<file path="src/verilog/timer_pkg.sv">
// Constants, register map and carrier types of the 8-bit timer core
package timer_pkg;

  // APB register byte offsets
  localparam logic [7:0] OFS_CTRL_A = 8'h00;
  localparam logic [7:0] OFS_CTRL_B = 8'h04;
  localparam logic [7:0] OFS_COUNT = 8'h08;
  localparam logic [7:0] OFS_CMP_A = 8'h0c;
  localparam logic [7:0] OFS_CMP_B = 8'h10;
  localparam logic [7:0] OFS_MASK = 8'h14;
  localparam logic [7:0] OFS_FLAG = 8'h18;
  localparam logic [7:0] OFS_PRESC = 8'h1c;

  // Field positions
  localparam int COM_A_HI = 7;
  localparam int COM_A_LO = 6;
  localparam int COM_B_HI = 5;
  localparam int COM_B_LO = 4;
  localparam int WGM_HI = 1;
  localparam int WGM_LO = 0;
  localparam int WGM2_BIT = 3;
  localparam int CS_HI = 2;
  localparam int CS_LO = 0;
  localparam int FLAG_OVF = 0;
  localparam int FLAG_MA = 1;
  localparam int FLAG_MB = 2;
  localparam int PRESC_RST_BIT = 0;

  localparam logic [7:0] RST_BYTE = 8'h00;
  localparam logic [7:0] CNT_BOTTOM = 8'h00;
  localparam logic [7:0] CNT_MAX = 8'hff;
  localparam logic [7:0] CNT_ONE = 8'h01;

  // Prescaler: free running 10-bit divider, taps are all-ones patterns
  localparam logic [9:0] PRESC_ZERO = 10'h000;
  localparam logic [9:0] PRESC_ONE = 10'h001;
  localparam logic [9:0] TAP_8 = 10'h007;
  localparam logic [9:0] TAP_64 = 10'h03f;
  localparam logic [9:0] TAP_256 = 10'h0ff;
  localparam logic [9:0] TAP_1024 = 10'h3ff;

  typedef enum logic [2:0] {
    CS_STOP = 3'h0,
    CS_DIV1 = 3'h1,
    CS_DIV8 = 3'h2,
    CS_DIV64 = 3'h3,
    CS_DIV256 = 3'h4,
    CS_DIV1024 = 3'h5,
    CS_EXT_FALL = 3'h6,
    CS_EXT_RISE = 3'h7
  } clock_sel_e;

  typedef enum logic [2:0] {
    WM_NORMAL = 3'h0,
    WM_PC_FF = 3'h1,
    WM_CTC = 3'h2,
    WM_FAST_FF = 3'h3,
    WM_RSVD4 = 3'h4,
    WM_PC_OCA = 3'h5,
    WM_RSVD6 = 3'h6,
    WM_FAST_OCA = 3'h7
  } wave_mode_e;

  localparam logic [1:0] COM_NONE = 2'h0;
  localparam logic [1:0] COM_TOGGLE = 2'h1;
  localparam logic [1:0] COM_CLEAR = 2'h2;
  localparam logic [1:0] COM_SET = 2'h3;

  typedef struct packed {
    logic psel;
    logic penable;
    logic pwrite;
    logic [7:0] paddr;
    logic [31:0] pwdata;
  } apb_req_s;

  typedef struct packed {
    logic [31:0] prdata;
    logic pready;
    logic pslverr;
  } apb_rsp_s;

endpackage : timer_pkg
</file>
<file path="src/verilog/eight_bit_timer_count_core.sv">
// 8-bit timer/counter core with prescaler, external count input and APB
//
// Added by the designer: the address map and the APB slave port.
`timescale 1ns/1ps
// Behaviour
// - Count and both compare values are 8-bit software read/write registers.
// - Overflow, match A, match B latch in flag register, each masked.
// - Three-bit clock select picks prescaled clocks or external pin edge.
// - Clock select zero: no ticks, counter fully idle.
// - Clock select one ticks every system clock.
// - Four prescaler taps: divide by 8, 64, 256, 1024.
// - Prescaler runs freely regardless of clock select.
// - Software prescaler reset restarts the divider.
// - External pin via high-transparent latch, two flops, edge detect.
// - Select 7 counts rising edges, select 6 falling edges.
// - External edge updates counter 2.5 to 3.5 cycles later.
// - External edges bypass the prescaler, undivided.
// - Each tick clears, increments or decrements by mode and direction.
// - Count always accessible; software write beats clear or count.
// - Bottom is 0x00, maximum is 0xFF.
// - Top is 0xFF or compare A, by waveform mode.
// - Mode bits: two in control A, third in control B.
// - Both compares checked continuously, driving two compare outputs.
// - Match on A or B sets its flag, requesting if unmasked.
// - Overflow flag set at the mode's defined point, maskable.
// - Match flag sets one tick after equality; cleared when serviced.
// - Writing one to a flag bit clears it.
// - Normal mode counts up, wraps 0xFF to 0x00, flags overflow then.
module eight_bit_timer_count_core
  import timer_pkg::*;
(
  input wire logic mclk,
  input wire logic rst_n,
  input wire apb_req_s apb_req,
  output apb_rsp_s apb_rsp,
  input wire logic ext_count_input,
  input wire logic [2:0] irq_ack,
  output logic [2:0] irq_req,
  output logic compare_out_a,
  output logic compare_out_b
);

  ////////////////////////////////////////////////////////////////////////////
  // Registers
  logic [7:0] control_reg_a_r;
  logic [7:0] control_reg_b_r;
  logic [7:0] count_value_r;
  logic [7:0] count_value_nxt;
  logic [7:0] compare_a_value_r;
  logic [7:0] compare_b_value_r;
  logic [2:0] timer_mask_reg_r;
  logic [2:0] timer_flag_reg_r;
  logic [2:0] timer_flag_reg_nxt;
  logic dir_down_r;
  logic dir_down_nxt;
  logic block_r;
  logic [9:0] presc_r;
  logic ext_latch_r;
  logic ext_s1_r;
  logic ext_s2_r;
  logic ext_rise_r;
  logic ext_fall_r;
  logic oc_a_r;
  logic oc_b_r;
  logic [2:0] irq_req_r;
  apb_rsp_s apb_rsp_r;

  ////////////////////////////////////////////////////////////////////////////
  // APB decode
  wire setup_phase = apb_req.psel & ~apb_req.penable;
  wire access_done = apb_req.psel & apb_req.penable & apb_rsp_r.pready;
  wire wr_en = access_done & apb_req.pwrite;
  wire [7:0] wbyte = apb_req.pwdata[7:0];
  wire hit_ctrl_a = apb_req.paddr == OFS_CTRL_A;
  wire hit_ctrl_b = apb_req.paddr == OFS_CTRL_B;
  wire hit_count = apb_req.paddr == OFS_COUNT;
  wire hit_cmp_a = apb_req.paddr == OFS_CMP_A;
  wire hit_cmp_b = apb_req.paddr == OFS_CMP_B;
  wire hit_mask = apb_req.paddr == OFS_MASK;
  wire hit_flag = apb_req.paddr == OFS_FLAG;
  wire hit_presc = apb_req.paddr == OFS_PRESC;
  wire hit_any = hit_ctrl_a | hit_ctrl_b | hit_count | hit_cmp_a |
                 hit_cmp_b | hit_mask | hit_flag | hit_presc;
  wire wr_ctrl_a = wr_en & hit_ctrl_a;
  wire wr_ctrl_b = wr_en & hit_ctrl_b;
  wire wr_count = wr_en & hit_count;
  wire wr_cmp_a = wr_en & hit_cmp_a;
  wire wr_cmp_b = wr_en & hit_cmp_b;
  wire wr_mask = wr_en & hit_mask;
  wire wr_flag = wr_en & hit_flag;
  wire presc_clear = wr_en & hit_presc & wbyte[PRESC_RST_BIT];

  wire [7:0] rd_byte =
    hit_ctrl_a ? control_reg_a_r :
    hit_ctrl_b ? control_reg_b_r :
    hit_count ? count_value_r :
    hit_cmp_a ? compare_a_value_r :
    hit_cmp_b ? compare_b_value_r :
    hit_mask ? {5'h00, timer_mask_reg_r} :
    hit_flag ? {5'h00, timer_flag_reg_r} :
    RST_BYTE;

  ////////////////////////////////////////////////////////////////////////////
  // Mode decode
  wire [2:0] wave_mode = {control_reg_b_r[WGM2_BIT],
                          control_reg_a_r[WGM_HI:WGM_LO]};
  wire [2:0] clock_select_field = control_reg_b_r[CS_HI:CS_LO];
  wire [1:0] com_a = control_reg_a_r[COM_A_HI:COM_A_LO];
  wire [1:0] com_b = control_reg_a_r[COM_B_HI:COM_B_LO];
  wire mode_pc = wave_mode == WM_PC_FF || wave_mode == WM_PC_OCA;
  wire mode_fast = wave_mode == WM_FAST_FF || wave_mode == WM_FAST_OCA;
  wire mode_ctc = wave_mode == WM_CTC;
  wire top_is_cmp_a = mode_ctc || wave_mode == WM_PC_OCA ||
                      wave_mode == WM_FAST_OCA;
  wire [7:0] top_value = top_is_cmp_a ? compare_a_value_r : CNT_MAX;
  wire at_top = count_value_r == top_value;
  wire at_bottom = count_value_r == CNT_BOTTOM;
  wire at_max = count_value_r == CNT_MAX;

  ////////////////////////////////////////////////////////////////////////////
  // Clock select
  // Taps share one divider so a prescaler reset realigns all of them
  wire tap8 = (presc_r & TAP_8) == TAP_8;
  wire tap64 = (presc_r & TAP_64) == TAP_64;
  wire tap256 = (presc_r & TAP_256) == TAP_256;
  wire tap1024 = presc_r == TAP_1024;
  logic timer_tick;
  always_comb
  begin
    case (clock_select_field)
      CS_STOP: timer_tick = 1'b0;
      CS_DIV1: timer_tick = 1'b1;
      CS_DIV8: timer_tick = tap8;
      CS_DIV64: timer_tick = tap64;
      CS_DIV256: timer_tick = tap256;
      CS_DIV1024: timer_tick = tap1024;
      CS_EXT_FALL: timer_tick = ext_fall_r;
      CS_EXT_RISE: timer_tick = ext_rise_r;
      default: timer_tick = 1'b0;
    endcase
  end

  ////////////////////////////////////////////////////////////////////////////
  // Counter unit
  wire match_a = timer_tick & ~block_r &
                 (count_value_r == compare_a_value_r);
  wire match_b = timer_tick & ~block_r &
                 (count_value_r == compare_b_value_r);
  logic overflow_evt;
  always_comb
  begin
    count_value_nxt = count_value_r;
    dir_down_nxt = dir_down_r;
    overflow_evt = 1'b0;
    if (timer_tick)
    begin
      if (mode_pc)
      begin
        if (!dir_down_r && at_top)
        begin
          dir_down_nxt = 1'b1;
          count_value_nxt = count_value_r - CNT_ONE;
        end
        else if (dir_down_r && at_bottom)
        begin
          dir_down_nxt = 1'b0;
          overflow_evt = 1'b1;
          count_value_nxt = count_value_r + CNT_ONE;
        end
        else if (dir_down_r)
          count_value_nxt = count_value_r - CNT_ONE;
        else
          count_value_nxt = count_value_r + CNT_ONE;
      end
      else if (mode_fast || mode_ctc)
      begin
        dir_down_nxt = 1'b0;
        overflow_evt = mode_fast ? at_top : at_max;
        count_value_nxt = at_top ? CNT_BOTTOM
                                 : count_value_r + CNT_ONE;
      end
      else
      begin
        // Normal mode; the reserved codes behave the same
        dir_down_nxt = 1'b0;
        overflow_evt = at_max;
        count_value_nxt = count_value_r + CNT_ONE;
      end
    end
    if (wr_count)
      count_value_nxt = wbyte;
  end

  ////////////////////////////////////////////////////////////////////////////
  // Flags: a hardware set wins over a simultaneous clear
  wire [2:0] flag_set = {match_b, match_a, overflow_evt};
  wire [2:0] flag_clr = (wr_flag ? wbyte[2:0] : 3'h0) | irq_ack;
  assign timer_flag_reg_nxt = (timer_flag_reg_r & ~flag_clr) |
                              flag_set;

  ////////////////////////////////////////////////////////////////////////////
  // Compare outputs
  function automatic logic oc_next(
    input logic cur,
    input logic [1:0] com,
    input logic match,
    input logic tick,
    input logic bottom,
    input logic fast,
    input logic pc,
    input logic down
  );
    logic val;
    val = cur;
    if (fast || pc)
    begin
      // Non-inverting for clear code, inverted for set code
      if (com == COM_CLEAR || com == COM_SET)
      begin
        if (match)
          val = (com == COM_SET) ^ (pc & down);
        else if (fast && tick && bottom)
          val = com == COM_CLEAR;
      end
    end
    else if (match)
    begin
      case (com)
        COM_TOGGLE: val = ~cur;
        COM_CLEAR: val = 1'b0;
        COM_SET: val = 1'b1;
        default: val = cur;
      endcase
    end
    return val;
  endfunction : oc_next

  // Fast PWM sets (clear code) or clears (set code) the output on a tick that wraps the count back to bottom without a compare match
  wire wrap_tick = timer_tick & at_top;
  wire oc_a_nxt = oc_next(oc_a_r, com_a, match_a, wrap_tick, 1'b1,
                          mode_fast, mode_pc, dir_down_r);
  wire oc_b_nxt = oc_next(oc_b_r, com_b, match_b, wrap_tick, 1'b1,
                          mode_fast, mode_pc, dir_down_r);

  ////////////////////////////////////////////////////////////////////////////
  // External pin synchroniser; latch modelled as a falling-edge stage
  always_ff @(negedge mclk or negedge rst_n)
  begin
    if (!rst_n)
      ext_latch_r <= 1'b0;
    else
      ext_latch_r <= ext_count_input;
  end

  always_ff @(posedge mclk or negedge rst_n)
  begin
    if (!rst_n)
    begin
      ext_s1_r <= 1'b0;
      ext_s2_r <= 1'b0;
      ext_rise_r <= 1'b0;
      ext_fall_r <= 1'b0;
    end
    else
    begin
      ext_s1_r <= ext_latch_r;
      ext_s2_r <= ext_s1_r;
      // Registered edge gives the extra cycle of pin-to-count delay
      ext_rise_r <= ext_s2_r & ~ext_s1_r ? 1'b0 : ext_s1_r & ~ext_s2_r;
      ext_fall_r <= ext_s2_r & ~ext_s1_r;
    end
  end

  ////////////////////////////////////////////////////////////////////////////
  // Prescaler
  always_ff @(posedge mclk or negedge rst_n)
  begin
    if (!rst_n)
      presc_r <= PRESC_ZERO;
    else if (presc_clear)
      presc_r <= PRESC_ZERO;
    else
      presc_r <= presc_r + PRESC_ONE;
  end

  ////////////////////////////////////////////////////////////////////////////
  // Software registers
  always_ff @(posedge mclk or negedge rst_n)
  begin
    if (!rst_n)
    begin
      control_reg_a_r <= RST_BYTE;
      control_reg_b_r <= RST_BYTE;
      compare_a_value_r <= RST_BYTE;
      compare_b_value_r <= RST_BYTE;
      timer_mask_reg_r <= 3'h0;
    end
    else
    begin
      if (wr_ctrl_a)
        control_reg_a_r <= {wbyte[7:4], 2'h0, wbyte[1:0]};
      if (wr_ctrl_b)
        control_reg_b_r <= {4'h0, wbyte[3:0]};
      if (wr_cmp_a)
        compare_a_value_r <= wbyte;
      if (wr_cmp_b)
        compare_b_value_r <= wbyte;
      if (wr_mask)
        timer_mask_reg_r <= wbyte[2:0];
    end
  end

  ////////////////////////////////////////////////////////////////////////////
  // Counter state, flags and outputs
  always_ff @(posedge mclk or negedge rst_n)
  begin
    if (!rst_n)
    begin
      count_value_r <= RST_BYTE;
      dir_down_r <= 1'b0;
      block_r <= 1'b0;
      timer_flag_reg_r <= 3'h0;
      irq_req_r <= 3'h0;
      oc_a_r <= 1'b0;
      oc_b_r <= 1'b0;
    end
    else
    begin
      count_value_r <= count_value_nxt;
      dir_down_r <= dir_down_nxt;
      // Count write hides any match on the next timer tick
      block_r <= wr_count | (block_r & ~timer_tick);
      timer_flag_reg_r <= timer_flag_reg_nxt;
      irq_req_r <= timer_flag_reg_nxt & timer_mask_reg_r;
      oc_a_r <= oc_a_nxt;
      oc_b_r <= oc_b_nxt;
    end
  end

  ////////////////////////////////////////////////////////////////////////////
  // APB response: no wait states; pready and read data are registered in the setup cycle
  always_ff @(posedge mclk or negedge rst_n)
  begin
    if (!rst_n)
      apb_rsp_r <= '0;
    else
    begin
      apb_rsp_r.pready <= setup_phase;
      apb_rsp_r.pslverr <= setup_phase & ~hit_any;
      if (setup_phase)
        apb_rsp_r.prdata <= {24'h000000, rd_byte};
    end
  end

  assign apb_rsp = apb_rsp_r;
  assign irq_req = irq_req_r;
  assign compare_out_a = oc_a_r;
  assign compare_out_b = oc_b_r;

endmodule : eight_bit_timer_count_core

</file>
<file path="config.mk">
export PLATFORM = sky130hd
export DESIGN_NAME = eight_bit_timer_count_core
export DESIGN_NICKNAME = d
export VERILOG_FILES = /design/src/verilog/timer_pkg.sv /design/src/verilog/eight_bit_timer_count_core.sv
export SDC_FILE = /design/constraint.sdc
export NUM_CORES = 1
export LEC_CHECK = 0
export BUFFER_PORTS_ARGS = -buffer_cell sky130_fd_sc_hd__buf_2
export CORE_MARGIN = 3
export CORE_UTILIZATION = 50
export DETAILED_ROUTE_END_ITERATION = 8
export PLACE_DENSITY_LB_ADDON = 0.3
export SLEW_MARGIN = 20
export SYNTH_ARGS = -nofsm -noshare
export SYNTH_HDL_FRONTEND = slang
export SYNTH_SLANG_ARGS = --single-unit
</file>
<file path="constraint.sdc">
create_clock -name mclk -period 2.4 [get_ports mclk]
set_input_delay 0.24 -clock mclk [delete_from_list [all_inputs] [get_ports mclk]]
set_output_delay 0.24 -clock mclk [all_outputs]
set_load 0.03 [all_outputs]
</file>
==> results of run 1 <==
## repair_timing
action	in CTS	in global routing
gates resized for setup	10	14
pin swaps	7	4
cloned	0	0
buffers inserted	3	1
endpoints found under the setup margin	9	11
## kinds of logic (layout without fill, tap and decap cells)
kind of cell | after synthesis | after routing | synth area share (%)
buf+inv | 60 | 147 | 7.986
flops | 72 | 72 | 41.67
other cells | 1 | 24 | 0.08672
fa+ha+maj | 4 | 4 | 1.157
xor+xnor | 19 | 19 | 3.848
compound gates | 95 | 95 | 15.63
mux | 46 | 46 | 11.63
simple gates | 151 | 151 | 18.00
## worst paths after layout
kind / to / slack, ns
min in group mclk: timer_flag_reg_r[0]$_DFF_PN0_ / 0.15
worst min-delay path: compare_out_b$_DFFE_PN0P_ / 0.04
max in group asynchronous: ext_latch_r$_DFF_NN0_ / 1.44
worst min register to register: ext_s2_r$_DFF_PN0_ / 0.42
worst max-delay path: count_value_r[5]$_DFFE_PN0P_ / -0.08
worst max register to register: count_value_r[5]$_DFFE_PN0P_ / -0.08
## stage by stage
| step | cell area, sq um | setup TNS [ns] | std cells | worst slack [ns] | util (%) |
|---|---|---|---|---|---|
| 2_1_floorplan | 4463 | -0.05463 | 471 | -0.02481 | - |
| 3_3_place_gp | 5027 | -0.2815 | 643 | -0.1000 | 60.58 |
| 3_5_place_dp | 5027 | -0.5816 | 643 | -0.1438 | 60.58 |
| 4_1_cts | 5310 | -0.3302 | 662 | -0.08786 | 63.98 |
| 5_1_grt | 5379 | -1.277 | 663 | -0.2003 | 64.81 |
| 6_report | 5379 | -0.3997 | 663 | -0.08321 | 64.81 |
## final cells by class
| type | count | area, sq um |
|---|---|---|
| fillers | 661 | 2920 |
| multi-input cells | 339 | 2399 |
| flip-flops and latches | 72 | 1804 |
| repair buffers | 114 | 762.0 |
| well taps | 105 | 131.4 |
| clock buffers | 9 | 123.9 |
| clock inverters | 7 | 95.09 |
| inverters | 17 | 63.81 |
## registers in the layout, summed over array words and instances (netlist names), 3 cells and up
name,count
count_value_r,8
apb_rsp,10
compare_b_value_r,8
timer_mask_reg_r,3
irq_req,3
control_reg_b_r,4
presc_r,10
timer_flag_reg_r,3
compare_a_value_r,8
control_reg_a_r,6
## power groups by stage
stage,Clock [mW],Sequential (mW),Combinational (mW)
final,1.09,1.34,0.856
after global routing,1.15,1.35,0.925
after CTS,1.11,1.34,0.802
after detailed placement,0,1.36,0.787
after global placement,0,1.36,0.772
after floorplan,0,1.37,0.485
## routing by layer
metal,share of wire (%),track usage (%),vias to the layer above
met4,2.0,8.193,0
met1,41,32.11,1905
met5,0,0,-
met2,49,41.84,238
met3,8.4,5.803,26
li1,-,-,1789
## Yosys cell counts, types with 8 or more instances
master | number | area, sq um
a21oi_1 | 10 | 50.05
nor2_1 | 27 | 101.4
clkbuf_1 | 12 | 45.04
mux2_2 | 34 | 382.9
xnor2_1 | 14 | 122.6
nand3_1 | 22 | 110.1
o21ai_0 | 20 | 100.1
inv_1 | 16 | 60.06
o22ai_1 | 8 | 50.05
a22oi_1 | 8 | 60.06
nor3_1 | 10 | 50.05
nand2_1 | 45 | 168.9
buf_4 | 26 | 195.2
dfrtp_1 | 71 | 1777
mux2i_1 | 12 | 120.1
## critical path: stages, from the launching register on
cell       delay (ns)
dfrtp_1          0.44
nand2b_1         0.11
o2111ai_2        0.17
o41a_1           0.53
o31ai_4          0.34
nand2_4          0.12
or3_4            0.37
a2bb2oi_1        0.15
a31oi_1          0.17
==> out/qor.txt, run 1 <==
PD cells - 611.6 mW/mm^2
max_cap viols - 0
number of synthesized flops with an enable pin - 0
worst reg2reg startpoint - count_value_r[2]$_DFFE_PN0P_
first-pass GRT wire length - 19280 um
worst-path maximum fanout - 6
core area - 0.008299 sq mm
hold bufs inserted after CTS - 0
Fin. Hold Viols - 0
Final Max Tran Viols - 0
Final Critical Period - 2.483 ns
synth-to-layout area growth - 24.39%
Internal - 2.256 mW
peak supply drop - 0.2773 mV
Arr. time, crit path - 2.76 ns
Leakage Power - 2.602 nW
RSZ-0062 raised after global routing - true
PortBufs - 39
Worst Hold Class - in -> async
crit path capture type - register
worst setup path start - count_value_r[2]$_DFFE_PN0P_
Peak Freq - 0.4027 GHz
clock slew at reported path FFs - 0.09 ns
Nets - 606
Synth cell types - 65
vias in the first global route - 3908
Die H - 99.00 um
Sw Ratio - 31.41%
Final WS setup - -0.08321 ns
synthesized area - 0.004324 sq mm
Rows - 33
clk_lat worst skew - 0.35 ns
Reg power frac - 40.8%
Post-Syn Instances - 448
main flop type after synthesis - dfrtp_1
sequential element share of the synthesized area - 41.67%
Synth warnings - 0
CTS tree - built
Setup Skew - 0.01445 ns
post-synthesis register bit count - 72
First DRT Iteration DRCs - 304
via count - 3958
Top-Level Pins - 88
initial antenna violation count - 0
detailed placement HPWL - 9040 um
TritonCTS Buffers - 9
placer congestion estimate - 0.9400
Setup Crit Path Kind - reg -> reg
Avg Cell Area, Syn - 9.652 sq um
layout cell share with drive strength beyond 1 - 35.84%
largest net degree at the start of global routing - 40
failing checks - setup timing
die area - 0.009800 sq mm
DRC - 0
clock group share of total power - 33.2%
drt via density - 5.970
most frequent cells in the layout - buf_4, dfrtp_1, nand2_1, buf_2, mux2_2
DR WL/cell - 18.38 um
Worst R2R Path Depth - 8
outcome - complete, but fails checks
Worst setup SP type - register
Tot Pwr - 3.290 mW
ratio of final minimum period to clock period - 103.5%
Gate power share - 26.0%
Slew HR - 56.39%
H-tree depth - 3
Tot GR Track Use - 25.04%
grt ovf - 0
Initial Utilization - 52.10%
CP required - 2.68 ns
# diodes - 0
Slew @ Worst Pin - 0.6541 ns
Async SR Flop Fraction - 100.0%
Root Buffer - clkbuf_8
CTS max path bufs - 2
WL final - 12190 um
hold slack - 0.04263 ns
first-pass iteration count of the detailed router - 6
commonest non-fill, non-tap cell in the layout - buf_4
Final ANT Viol Nets - 0
Die W - 99.00 um
CTS sink cnt - 72
P_sw - 1.033 mW
Setup violations, final - 8
Power figures use the tool's default switching activity.
==> inputs of run 2 (changes only) <==
- CORE_UTILIZATION: 50 -> 56
- clock period: 2.4 -> 2.6 ns (I/O delays scaled with it)
==> run 2 against run 1 <==
Compared with the run above: the run now ends clean; worst hold slack improved by 0.11 ns; fmax fell by 2.5%; non-clock buffer count fell by 28; sequential share of layout area rose by 2.3 points; worst setup slack improved by 0.14 ns; combinational power fell by 22%; total power fell by 18%; wire length fell by 6.0%; critical endpoint is now compare_out_a$_DFFE_PN0P_; clock skew rose by 0.0014 ns; die area fell by 10%.
==> out/qor.txt, run 2 (synthesis gave the netlist of run 1 again) <==
outcome - finished, final reports clean
First DRT Iteration DRCs - 311
H-tree depth - 3
die area - 0.008813 sq mm
Setup Crit Path Kind - reg -> reg
ratio of final minimum period to clock period - 97.99%
Peak Freq - 0.3925 GHz
Arr. time, crit path - 2.78 ns
CP bufs+invs - 1
detailed placement HPWL - 8274 um
Worst R2R Path Depth - 7
filler cell count - 553
Initial Utilization - 58.68%
largest net degree at the start of global routing - 72
synth-to-layout area growth - 16.12%
Root Buffer - clkbuf_8
CTS max path bufs - 2
worst reg2reg startpoint - compare_a_value_r[4]$_DFFE_PN0P_
Internal - 1.814 mW
Sw Ratio - 33.12%
RSZ-0062 raised after global routing - true
Final ANT Viol Nets - 0
Worst path max stage delay - 0.65 ns
first-pass GRT wire length - 18120 um
crit path capture type - register
vias in the first global route - 3653
worst-path maximum fanout - 4
Cell Chain, Critical Path - buf_4 > a22oi_1 > or4bb_2 > or4_4 > mux2_2 > a31oi_1 > mux2i_1
sink of the worst hold path - timer_flag_reg_r[1]$_DFF_PN0_
R2R Setup Slk - 0.05 ns
Top-Level Pins - 88
top cell family by delay on the critical path - simple AND/OR/NAND/NOR gates
Setup violations, final - 0
P_sw - 0.8985 mW
commonest non-fill, non-tap cell in the layout - dfrtp_1
Slew @ Worst Pin - 0.8777 ns
CTS sink cnt - 72
Die H - 93.88 um
layout cell share with drive strength beyond 1 - 28.49%
core area - 0.007370 sq mm
TritonCTS Buffers - 9
Tot GR Track Use - 26.71%
Final Critical Period - 2.548 ns
most frequent cells in the layout - dfrtp_1, nand2_1, buf_4, buf_2, mux2_2
Leakage Power - 2.424 nW
Final Max Tran Viols - 0
Worst setup SP type - register
Slew HR - 41.49%
DRC - 0
placer congestion estimate - 1.043
setup_tns - 0 ns
CTS tree - built
first-pass iteration count of the detailed router - 6
max_cap viols - 0
hold bufs inserted after CTS - 0
clock slew at reported path FFs - 0.08 ns
initial antenna violation count - 0
drt via density - 6.100
peak supply drop - 0.2947 mV
CP required - 2.84 ns
# diodes - 0
PortBufs - 39
Hold Crit Depth - 3
clock group share of total power - 29.6%
slowest CP cell - or4bb_2
reg2reg end - compare_out_a$_DFFE_PN0P_
HP Start - irq_ack[1]
final core occ - 68.13%
Reg power frac - 45.7%
via count - 3837
grt ovf - 0
WL final - 11450 um
Fin. Hold Viols - 0
Worst Hold Class - in -> reg
Rows - 31
Nets - 578
Die W - 93.88 um
clk_lat worst skew - 0.35 ns
Gate power share - 24.7%
Setup Skew - 0.01585 ns
PD cells - 540.2 mW/mm^2
DR WL/cell - 18.21 um
run 2: changes by cell type in the layout (fill, tap and decap cells not counted), sizes merged:
| cell | previous run | this run |
|---|---|---|
| clkbuf | 9 | 10 |
| inv | 18 | 19 |
| buf | 114 | 86 |
| bufinv | 2 | 0 |
run 2: power groups by stage:
stage / logic (mW) / clock network, mW / registers, mW
3_5_place_dp: 0.622 / 0 / 1.26
2_1_floorplan: 0.433 / 0 / 1.26
5_1_grt: 0.720 / 0.866 / 1.25
3_3_place_gp: 0.609 / 0 / 1.26
6_report: 0.669 / 0.803 / 1.24
4_1_cts: 0.627 / 0.811 / 1.24
run 2: layer usage:
layer / global-route usage, % / vias to the layer above / part of all wire [%]
met4: 12.15 / 0 / 4.2
met2: 42.28 / 186 / 47
li1: - / 1730 / -
met1: 35.06 / 1874 / 41
met5: 0 / - / 0
met3: 5.689 / 47 / 7.6
run 2: worst max path at each step:
stage | startpoint | endpoint | cells after the start
2_1_floorplan | control_reg_b_r[3]$_DFFE_PN0P_ | count_value_r[5]$_DFFE_PN0P_ | 9
3_3_place_gp | compare_a_value_r[7]$_DFFE_PN0P_ | count_value_r[2]$_DFFE_PN0P_ | 8
3_5_place_dp | presc_r[0]$_DFF_PN0_ | compare_out_a$_DFFE_PN0P_ | 9
4_1_cts | presc_r[0]$_DFF_PN0_ | compare_out_a$_DFFE_PN0P_ | 9
5_1_grt | control_reg_a_r[0]$_DFFE_PN0P_ | count_value_r[3]$_DFFE_PN0P_ | 10
6_report | compare_a_value_r[4]$_DFFE_PN0P_ | compare_out_a$_DFFE_PN0P_ | 7
run 2: layout make-up:
| cell class | instances | area (sq um) | share of cell area, % |
|---|---|---|---|
| clock buffer | 10 | 127.6 | 2.542 |
| clock inverter | 6 | 43.79 | 0.8722 |
| inverter | 17 | 63.81 | 1.271 |
| multi-input combinational | 339 | 2301 | 45.83 |
| sequential | 72 | 1802 | 35.88 |
| tap | 99 | 123.9 | 2.467 |
| timing repair buffer | 86 | 559.3 | 11.14 |
run 2: timing repair:
item                                    in CTS  in global routing
buffers inserted                             0                 11
endpoints found under the setup margin       1                  9
pin swaps                                    0                  6
resized for setup                            1                 10
run 2: stage by stage:
| step | power, mW | cell area [sq um] | worst slack [ns] | hold WS (ns) | std cells |
|---|---|---|---|---|---|
| 3_5_place_dp | 1.884 | 4718 | 0.02620 | 0.3804 | 602 |
| 2_1_floorplan | 1.693 | 4410 | 0.08614 | -0.03559 | 471 |
| 5_1_grt | 2.835 | 5021 | -0.03306 | 0.1495 | 629 |
| 3_3_place_gp | 1.867 | 4718 | 0.04099 | 0.3777 | 602 |
| 4_1_cts | 2.680 | 4892 | 0.02124 | 0.1416 | 618 |
| 6_report | 2.712 | 5021 | 0.05216 | 0.1528 | 629 |
run 2: worst min-delay path: stages:
cell and delay [ns]:
buf_2 0.07, nand3b_1 0.09, nand2_1 0.06
